===== src/logic/trig_cfg.svh =====
// Constants of the camera trigger front end: offsets, field positions, resets, timing.
// Assumes a 50 MHz clock and a word-aligned plain register port.
// Operation
// - Trigger comes from one selected source only
// - Software command starts a trigger cycle
// - Free running captures frames without waiting
// - Triggered mode waits for a qualified trigger
// - Standard mode exposes first, then reads out
// - Fast mode exposes during previous readout
// - Exposure starts on selected rising/falling edge
// - Ignore overlap discards triggers while busy
// - Accept overlap aborts and restarts the cycle
// - Retrigger holdoff window after accepted trigger
// - Glitch filter rejects too short pulses
// - Programmable delay from edge to exposure
// - Frames per trigger or unbounded count; standard mode only, fast mode takes one frame per trigger
// - Strobe on none, first, second or both
// - Strobe delayed from edge by programmable time
// - Strobe position and duration in microseconds
// - Ready output paces the external source
`ifndef TRIG_CFG_SVH
`define TRIG_CFG_SVH

// ==========================================================
// Register offsets (byte addresses)
`define CTRL_OFS 8'h00
`define HOLDOFF_OFS 8'h04
`define GLITCH_OFS 8'h08
`define EXP_DELAY_OFS 8'h0C
`define FRAMES_OFS 8'h10
`define STB_DELAY_OFS 8'h14
`define STB_WIDTH_OFS 8'h18
`define EXPOSURE_OFS 8'h1C
`define READOUT_OFS 8'h20
`define SW_TRIG_OFS 8'h24
`define STATUS_OFS 8'h28

// ==========================================================
// Field positions
`define CTRL_W 10
`define SW_TRIG_BIT 0
`define ST_READY_BIT 4
`define ST_RDBUSY_BIT 5
`define ST_HOLD_BIT 6
`define ST_FRAMES_LSB 16

// ==========================================================
// Reset values
`define CTRL_RST 10'h000
`define HOLDOFF_RST 16'h000F
`define GLITCH_RST 16'h0000
`define EXP_DELAY_RST 24'h00_0000
`define FRAMES_RST 16'h0001
`define STB_DELAY_RST 24'h00_0000
`define STB_WIDTH_RST 16'h0001
`define EXPOSURE_RST 24'h00_03E8
`define READOUT_RST 24'h00_03E8

// ==========================================================
// Timing
`define CLK_PERIOD_NS 20
`define TICK_PERIOD_NS 1000
`define TICK_CYCLES (`TICK_PERIOD_NS / `CLK_PERIOD_NS)

`endif


===== src/logic/trig_pkg.sv =====
// Types shared by the trigger front end.
// Assumes trig_cfg.svh is on the include path.
package trig_pkg;
	`include "trig_cfg.svh"

	// ==========================================================
	// Trigger source codes
	typedef enum logic [2:0] {
		SRC_EXT1 = 3'h0,
		SRC_PGEN = 3'h1,
		SRC_CC1 = 3'h2,
		SRC_SW = 3'h3,
		SRC_EXT2 = 3'h4
	} trig_src_e;

	// Strobe output selection
	typedef enum logic [1:0] {
		STB_OFF = 2'h0,
		STB_ONE = 2'h1,
		STB_TWO = 2'h2,
		STB_BOTH = 2'h3
	} strobe_sel_e;

	// Capture sequence states, one-hot
	typedef enum logic [3:0] {
		ST_IDLE = 4'b0001,
		ST_DELAY = 4'b0010,
		ST_EXPOSE = 4'b0100,
		ST_READ = 4'b1000
	} seq_state_e;

	// Control word, MSB first
	typedef struct packed {
		logic unbounded_frame_count;
		strobe_sel_e strobe_sel;
		logic overlap_accept;
		logic falling;
		logic fast;
		logic triggered;
		trig_src_e src;
	} ctrl_s;
endpackage : trig_pkg


===== src/logic/camera_trigger_control.sv =====
// Trigger front end: source select, filtering, overlap handling, exposure sequence, strobes.
// Assumes pins arrive asynchronously; the pulse generator and register port share clk_i.
//
// Strobed register access and the address map are this design's own decisions.
`timescale 1ns/1ps
`include "trig_cfg.svh"
module camera_trigger_control import trig_pkg::*; #(
	parameter int TW = 24,
	parameter int HW = 16
) (
	input wire logic clk_i,
	input wire logic rst_n_i,
	input wire logic ext1_i,
	input wire logic ext2_i,
	input wire logic cc1_i,
	input wire logic pulse_gen_i,
	input wire logic [7:0] addr_i,
	input wire logic [31:0] wdata_i,
	input wire logic wr_i,
	input wire logic rd_i,
	output logic [31:0] rdata_o,
	output logic exposing_o,
	output logic readout_o,
	output logic ready_o,
	output logic strobe1_o,
	output logic strobe2_o
);
	// ==========================================================
	// Registers
	ctrl_s ctrl_r;
	logic [HW-1:0] holdoff_r;
	logic [HW-1:0] glitch_r;
	logic [TW-1:0] exp_delay_r;
	logic [HW-1:0] frames_cfg_r;
	logic [TW-1:0] stb_delay_r;
	logic [HW-1:0] stb_width_r;
	logic [TW-1:0] exposure_r;
	logic [TW-1:0] readout_r;
	logic sw_pulse_r;

	// Address decode
	wire wr_ctrl = wr_i && (addr_i == `CTRL_OFS);
	wire wr_hold = wr_i && (addr_i == `HOLDOFF_OFS);
	wire wr_glitch = wr_i && (addr_i == `GLITCH_OFS);
	wire wr_edly = wr_i && (addr_i == `EXP_DELAY_OFS);
	wire wr_frames = wr_i && (addr_i == `FRAMES_OFS);
	wire wr_sdly = wr_i && (addr_i == `STB_DELAY_OFS);
	wire wr_swid = wr_i && (addr_i == `STB_WIDTH_OFS);
	wire wr_exp = wr_i && (addr_i == `EXPOSURE_OFS);
	wire wr_rdo = wr_i && (addr_i == `READOUT_OFS);
	wire wr_sw = wr_i && (addr_i == `SW_TRIG_OFS) && wdata_i[`SW_TRIG_BIT];

	// Configuration writes
	always_ff @(posedge clk_i) begin
		if (!rst_n_i) begin
			ctrl_r <= ctrl_s'(`CTRL_RST);
			holdoff_r <= `HOLDOFF_RST;
			glitch_r <= `GLITCH_RST;
			exp_delay_r <= `EXP_DELAY_RST;
			frames_cfg_r <= `FRAMES_RST;
		end else begin
			if (wr_ctrl) ctrl_r <= ctrl_s'(wdata_i[`CTRL_W-1:0]);
			if (wr_hold) holdoff_r <= wdata_i[HW-1:0];
			if (wr_glitch) glitch_r <= wdata_i[HW-1:0];
			if (wr_edly) exp_delay_r <= wdata_i[TW-1:0];
			if (wr_frames) frames_cfg_r <= wdata_i[HW-1:0];
		end
	end

	// Timing writes; software trigger is a one-cycle pulse
	// software trigger command
	always_ff @(posedge clk_i) begin
		if (!rst_n_i) begin
			stb_delay_r <= `STB_DELAY_RST;
			stb_width_r <= `STB_WIDTH_RST;
			exposure_r <= `EXPOSURE_RST;
			readout_r <= `READOUT_RST;
			sw_pulse_r <= 1'b0;
		end else begin
			if (wr_sdly) stb_delay_r <= wdata_i[TW-1:0];
			if (wr_swid) stb_width_r <= wdata_i[HW-1:0];
			if (wr_exp) exposure_r <= wdata_i[TW-1:0];
			if (wr_rdo) readout_r <= wdata_i[TW-1:0];
			sw_pulse_r <= wr_sw;
		end
	end

	// ==========================================================
	// Microsecond tick
	localparam int TICK_N = `TICK_CYCLES;
	logic [7:0] tick_cnt_r;
	logic tick_r;
	wire tick_wrap = (tick_cnt_r == 8'(TICK_N - 1));

	always_ff @(posedge clk_i) begin
		if (!rst_n_i) begin
			tick_cnt_r <= 8'h00;
			tick_r <= 1'b0;
		end else begin
			tick_cnt_r <= tick_wrap ? 8'h00 : tick_cnt_r + 8'h01;
			tick_r <= tick_wrap;
		end
	end

	// ==========================================================
	// Pin synchronisers; first stage is read only by the second
	logic [2:0] meta_r;
	logic [2:0] sync_r;

	always_ff @(posedge clk_i) begin
		if (!rst_n_i) begin
			meta_r <= 3'h0;
			sync_r <= 3'h0;
		end else begin
			meta_r <= {cc1_i, ext2_i, ext1_i};
			sync_r <= meta_r;
		end
	end

	// ==========================================================
	// Source select and active level
	logic src_lvl;
	always_comb begin
		unique case (ctrl_r.src)
			SRC_EXT1: src_lvl = sync_r[0];
			SRC_PGEN: src_lvl = pulse_gen_i;
			SRC_CC1: src_lvl = sync_r[2];
			SRC_EXT2: src_lvl = sync_r[1];
			default: src_lvl = 1'b0;
		endcase
	end

	// Falling edge select inverts the level so the active edge is always a rise
	// edge polarity
	wire act = src_lvl ^ ctrl_r.falling;
	wire pin_src = (ctrl_r.src != SRC_SW);

	// Glitch timer reloads while inactive and fires once the level holds long enough.
	// One extra tick unless zero: the first tick may land anywhere in the current microsecond
	wire [HW:0] g_val = (glitch_r == '0) ? '0 : {1'b0, glitch_r} + (HW+1)'(1);
	wire g_done;
	us_timer #(.W(HW + 1)) u_glitch (
		.clk_i(clk_i),
		.rst_n_i(rst_n_i),
		.tick_i(tick_r),
		.load_i(!act),
		.clr_i(1'b0),
		.val_i(g_val),
		.busy_o(),
		.done_o(g_done)
	);

	wire pin_fire = pin_src && act && g_done;

	// ==========================================================
	// Qualification, holdoff and overlap
	seq_state_e st_r;
	seq_state_e st_nxt;
	logic [HW-1:0] frames_r;
	logic [HW-1:0] frames_nxt;
	wire hold_busy;
	wire idle = (st_r == ST_IDLE);

	wire trg = ctrl_r.triggered && !hold_busy && (pin_fire || (!pin_src && sw_pulse_r));
	wire accept = trg && (idle || ctrl_r.overlap_accept);

	us_timer #(.W(HW)) u_holdoff (
		.clk_i(clk_i),
		.rst_n_i(rst_n_i),
		.tick_i(tick_r),
		.load_i(accept),
		.clr_i(1'b0),
		.val_i(holdoff_r),
		.busy_o(hold_busy),
		.done_o()
	);

	// ==========================================================
	// Sequence timers
	logic dly_load;
	logic exp_load;
	logic rd_load;
	wire d_done;
	wire e_done;
	wire r_done;
	wire r_busy;

	us_timer #(.W(TW)) u_exp_delay (
		.clk_i(clk_i),
		.rst_n_i(rst_n_i),
		.tick_i(tick_r),
		.load_i(dly_load),
		.clr_i(1'b0),
		.val_i(exp_delay_r),
		.busy_o(),
		.done_o(d_done)
	);

	us_timer #(.W(TW)) u_expose (
		.clk_i(clk_i),
		.rst_n_i(rst_n_i),
		.tick_i(tick_r),
		.load_i(exp_load),
		.clr_i(accept),
		.val_i(exposure_r),
		.busy_o(),
		.done_o(e_done)
	);

	// Only a restart of a busy cycle cancels a readout still in flight;
	// an idle accept in fast mode must leave the previous readout running
	wire abort = accept && !idle;
	us_timer #(.W(TW)) u_readout (
		.clk_i(clk_i),
		.rst_n_i(rst_n_i),
		.tick_i(tick_r),
		.load_i(rd_load),
		.clr_i(abort),
		.val_i(readout_r),
		.busy_o(r_busy),
		.done_o(r_done)
	);

	// More frames wanted after this readout
	wire more = !ctrl_r.triggered || ctrl_r.unbounded_frame_count || (frames_r > 16'h0001);

	// ==========================================================
	// Sequence next state
	always_comb begin
		st_nxt = st_r;
		frames_nxt = frames_r;
		dly_load = 1'b0;
		exp_load = 1'b0;
		rd_load = 1'b0;
		if (accept) begin
			st_nxt = ST_DELAY;
			dly_load = 1'b1;
			frames_nxt = frames_cfg_r;
		end else begin
			unique case (st_r)
				ST_IDLE: if (!ctrl_r.triggered) begin
					st_nxt = ST_EXPOSE;
					exp_load = 1'b1;
				end
				ST_DELAY: if (d_done) begin
					st_nxt = ST_EXPOSE;
					exp_load = 1'b1;
				end
				ST_EXPOSE: if (e_done) begin
					rd_load = 1'b1;
					st_nxt = ctrl_r.fast ? ST_IDLE : ST_READ;
				end
				ST_READ: if (r_done) begin
					if (more) begin
						st_nxt = ST_EXPOSE;
						exp_load = 1'b1;
						frames_nxt = frames_r - 16'h0001;
					end else begin
						st_nxt = ST_IDLE;
					end
				end
				default: st_nxt = ST_IDLE;
			endcase
		end
	end

	// Sequence state
	always_ff @(posedge clk_i) begin
		if (!rst_n_i) begin
			st_r <= ST_IDLE;
			frames_r <= 16'h0000;
		end else begin
			st_r <= st_nxt;
			frames_r <= frames_nxt;
		end
	end

	// ==========================================================
	// Strobe: delay, then width, both in microseconds
	wire s_delay_done;
	wire s_on;

	us_timer #(.W(TW)) u_stb_delay (
		.clk_i(clk_i),
		.rst_n_i(rst_n_i),
		.tick_i(tick_r),
		.load_i(accept),
		.clr_i(1'b0),
		.val_i(stb_delay_r),
		.busy_o(),
		.done_o(s_delay_done)
	);

	us_timer #(.W(HW)) u_stb_width (
		.clk_i(clk_i),
		.rst_n_i(rst_n_i),
		.tick_i(tick_r),
		.load_i(s_delay_done),
		.clr_i(accept),
		.val_i(stb_width_r),
		.busy_o(s_on),
		.done_o()
	);

	wire stb1 = s_on && ctrl_r.strobe_sel[0];
	wire stb2 = s_on && ctrl_r.strobe_sel[1];

	// ==========================================================
	// Register read mux; unmapped addresses read zero
	wire [31:0] status = {frames_r, 9'h000, hold_busy, r_busy, idle, st_r};
	wire [31:0] rd_mux =
		(addr_i == `CTRL_OFS) ? 32'(ctrl_r) :
		(addr_i == `HOLDOFF_OFS) ? 32'(holdoff_r) :
		(addr_i == `GLITCH_OFS) ? 32'(glitch_r) :
		(addr_i == `EXP_DELAY_OFS) ? 32'(exp_delay_r) :
		(addr_i == `FRAMES_OFS) ? 32'(frames_cfg_r) :
		(addr_i == `STB_DELAY_OFS) ? 32'(stb_delay_r) :
		(addr_i == `STB_WIDTH_OFS) ? 32'(stb_width_r) :
		(addr_i == `EXPOSURE_OFS) ? 32'(exposure_r) :
		(addr_i == `READOUT_OFS) ? 32'(readout_r) :
		(addr_i == `STATUS_OFS) ? status : 32'h0000_0000;

	// Read data stands only in the cycle after the strobe
	always_ff @(posedge clk_i) begin
		if (!rst_n_i) rdata_o <= 32'h0000_0000;
		else rdata_o <= rd_i ? rd_mux : 32'h0000_0000;
	end

	// ==========================================================
	// Registered outputs, one cycle behind the state
	// ready indication
	always_ff @(posedge clk_i) begin
		if (!rst_n_i) begin
			exposing_o <= 1'b0;
			readout_o <= 1'b0;
			ready_o <= 1'b0;
			strobe1_o <= 1'b0;
			strobe2_o <= 1'b0;
		end else begin
			exposing_o <= (st_r == ST_EXPOSE);
			readout_o <= r_busy;
			ready_o <= idle && ctrl_r.triggered && !hold_busy;
			strobe1_o <= stb1;
			strobe2_o <= stb2;
		end
	end
endmodule : camera_trigger_control


===== src/logic/us_timer.sv =====
// Loadable down-counter advanced by the microsecond tick.
// Assumes tick_i is a one-cycle pulse on the same clock.
`timescale 1ns/1ps
module us_timer #(
	parameter int W = 16
) (
	input wire logic clk_i,
	input wire logic rst_n_i,
	input wire logic tick_i,
	input wire logic load_i,
	input wire logic clr_i,
	input wire logic [W-1:0] val_i,
	output logic busy_o,
	output logic done_o
);
	logic [W-1:0] cnt_r;
	logic run_r;

	// Done in the cycle the count has run out
	assign done_o = run_r && (cnt_r == '0);
	assign busy_o = run_r;

	// ==========================================================
	// Counter; clear beats load so an abort always wins
	// tick driven count
	always_ff @(posedge clk_i) begin
		if (!rst_n_i || clr_i) begin
			run_r <= 1'b0;
			cnt_r <= '0;
		end else if (load_i) begin
			run_r <= 1'b1;
			cnt_r <= val_i;
		end else if (done_o) begin
			run_r <= 1'b0;
		end else if (run_r && tick_i) begin
			cnt_r <= cnt_r - W'(1);
		end
	end
endmodule : us_timer

===== config.mk =====
export PLATFORM = sky130hd
export DESIGN_NAME = camera_trigger_control
export DESIGN_NICKNAME = d
export VERILOG_FILES = /design/src/logic/trig_pkg.sv /design/src/logic/camera_trigger_control.sv /design/src/logic/us_timer.sv
export VERILOG_INCLUDE_DIRS = /design/src /design/src/logic
export SDC_FILE = /design/constraint.sdc
export NUM_CORES = 1
export LEC_CHECK = 0
export BUFFER_PORTS_ARGS = -buffer_cell sky130_fd_sc_hd__buf_2
export CAP_MARGIN = 20
export CORE_ASPECT_RATIO = 0.7
export CORE_MARGIN = 2
export CORE_UTILIZATION = 25
export CTS_BUF_LIST = sky130_fd_sc_hd__clkbuf_8
export CTS_CLUSTER_SIZE = 8
export DETAILED_ROUTE_END_ITERATION = 7
export PLACE_DENSITY = 0.5
export SYNTH_ARGS = -nofsm -noshare
export SYNTH_HDL_FRONTEND = slang
export SYNTH_SLANG_ARGS = --single-unit

===== constraint.sdc =====
create_clock -name clk_i -period 5.35 [get_ports clk_i]
set_clock_uncertainty 0.2 [all_clocks]
set_input_delay 0.8025 -clock clk_i [delete_from_list [all_inputs] [get_ports clk_i]]
set_output_delay 0.8025 -clock clk_i [all_outputs]
set_load 0.005 [all_outputs]

==> impl_metrics.toml <==
[run_status]
status = "finished, final reports clean"

[final_layout]
multi_input_area_um2 = 10000
diodes = 0
utilization = 0.288
fin_nets = 2445
n_fill_cell = 7865
area_growth_pct = 13.6
drive_above_1_share = 0.0984
final_common_cell = "nand2_1"
regMostFlops = "rdata_o"
final_cell_mix = "445 x nand2_1, 395 x dfxtp_1, 299 x a21oi_1, 152 x nor2_1, 120 x o21ai_0"
largest_reg_flops = 32
regArea_um2 = 7910

[clock_tree]
cts_tree = "yes"
cts.sinks = 395
numCtsBuffers = 68
ctsResizeCount = 0
cts_max_level = 3
clk_pin_slew_ns = 0.07
clk_path_buf_depth = 3
hold_buffers = 0
postCtsSetupBuffers = 0
clock_latency_ns = 0.66
cts-root-buf = "clkbuf_8"

[pwr]
powerDensity_nw_per_um2 = 291
peakVddDrop_v = 0.000174
power.leakage_nw = 7.34

[timing]
worst_pin_slew_ns = 1.21
period_share = 0.687
tns_ns = 0
min_period_ns = 3.67
rsz0062_at_grt = "false"
hold_viol = 0
slew_headroom = 0.196
setup_violations = 0
setup_slack_ns = 1.68
finalMaxSlewViolations = 0
fmaxAchievable_ghz = 0.272

[critical_path]
worstPathCellList = "nor3_1 -> o311ai_0 -> o211ai_1 -> a21oi_4 -> buf_4 -> o21ai_0 -> a21oi_1"
path_max_fanout = 107
cp_slowest_cell = "buf_4"
critPathMaxStageDelay_ns = 0.91
cp_num_buf_inv = 1
path_class = "flop to flop"
endpoint_kind = "flop"
startpoint_type = "flop"
critPathRequiredTime_ns = 5.72
path_delay_family = "compound AO/OA/AOI/OAI gates"
cp.arrival_ns = 4.05

[grt]
first_global_vias = 16496
gr-total-overflow = 0
grt_start_max_net_pins = 108
grt_pass1_wl_um = 105000
track_usage = 0.181
antenna_found_initial = 1

[logic_synthesis]
async_flop_share = 0
syn_inst = 2377
synth_cell_type_count = 73
ys_ff_latch = 395
synth_nets = 2441
synth-seq-area-share = 0.424
yosys_warnings = 0
synth_ff_type = "dfxtp_1"
synth-edff-count = 0
syn_avg_cell_area_um2 = 7.85
syn_area_um2 = 18700

[job]
cap_violations = 0

[drt]
vias_per_cell = 5.29
drtPass1Iterations = 6
ant_nets = 0
drcViolationCount = 0
wirelength_um = 70700
drt_iter0_drc = 2127
wl_per_cell_um = 20.8
vias = 18027

[floorplan]
die_h_um = 233
initial_core_util = 0.254
num_io_pins = 85
core_area_um2 = 73600
dieWidth_um = 331
dieArea_um2 = 76900
num_rows = 83

[placement]
numPortBuffers = 76
place_ws_ns = 1.46
dpl.hpwl_um = 50100
place_congestion = 0.943

[hold_path]
hp-class = "input pin to flop"
==> area by class of cell <==
type,instances,share of cell area
clock buffer,84,0.0545
clock inverter,34,0.00767
inverter,31,0.00572
multi-input combinational,1780,0.472
sequential,395,0.373
tap,977,0.0576
timing repair buffer,105,0.0297
==> synth_stat cells, types with 11 or more instances <==
library cell	count	area, um2
a211oi_1	61	458
nand3_1	73	365
or4_1	23	173
nor3_1	63	315
and2_1	19	119
ha_1	16	200
a21oi_1	300	1500
nand2b_1	14	87.6
clkbuf_1	148	556
nand4_1	20	125
a31oi_1	15	93.8
dfxtp_1	395	7910
nor4_1	47	294
nor2_1	152	571
a22oi_1	28	210
and3_1	26	163
o22ai_1	11	68.8
xnor2_1	85	744
nand2_1	445	1670
or3_1	20	125
or2_2	12	75.1
xor2_1	70	613
inv_1	31	116
nor2b_1	11	68.8
o21ai_0	120	601
==> cell families after synthesis <==
family          after synthesis  synth area share
compound gates              619             0.196
xor+xnor                    155            0.0727
fa+ha+maj                    16            0.0107
buf+inv                     202            0.0432
flops                       395             0.424
mux                           9           0.00516
simple gates                981             0.248
==> report_power, final <==
group | switching [W] | leakage [nW] | internal, W
logic | 0.000287 | 3.39 | 0.000115
registers | 0.0000435 | 3.19 | 0.00298
clock network | 0.00133 | 0.762 | 0.00142
total | 0.00166 | 7.34 | 0.00452
==> worst paths after layout <==
check	startpoint	end	slack (ns)	depth (start not counted)
worst max-delay path	ctrl_r[1]	frames_r[5]	1.68	7
worst min-delay path	ext2_i	meta_r[1]	0.18	2
worst max register to register	ctrl_r[1]	frames_r[5]	1.68	7
worst min register to register	meta_r[0]	sync_r[0]	0.23	1
==> per-stage QoR <==
step	cell area (um2)	total power (W)	cells	hold slack (ns)
after global routing	21200	0.00642	3406	0.171
final	21200	0.00618	3406	0.182
after CTS	21200	0.00624	3404	0.141
after global placement	19900	0.00348	3286	0.215
after floorplan	18700	0.00333	2377	0.212
after detailed placement	19900	0.00348	3286	0.220
==> per-layer routing <==
layer	vias to the layer above	global-route usage	routed length, um
li1	8389	-	-
met1	8732	0.275	34600
met2	776	0.244	27900
met3	128	0.0460	6390
met4	2	0.0501	1720
met5	-	0.0109	110
Note: power is estimated with default switching activity, not from simulation.
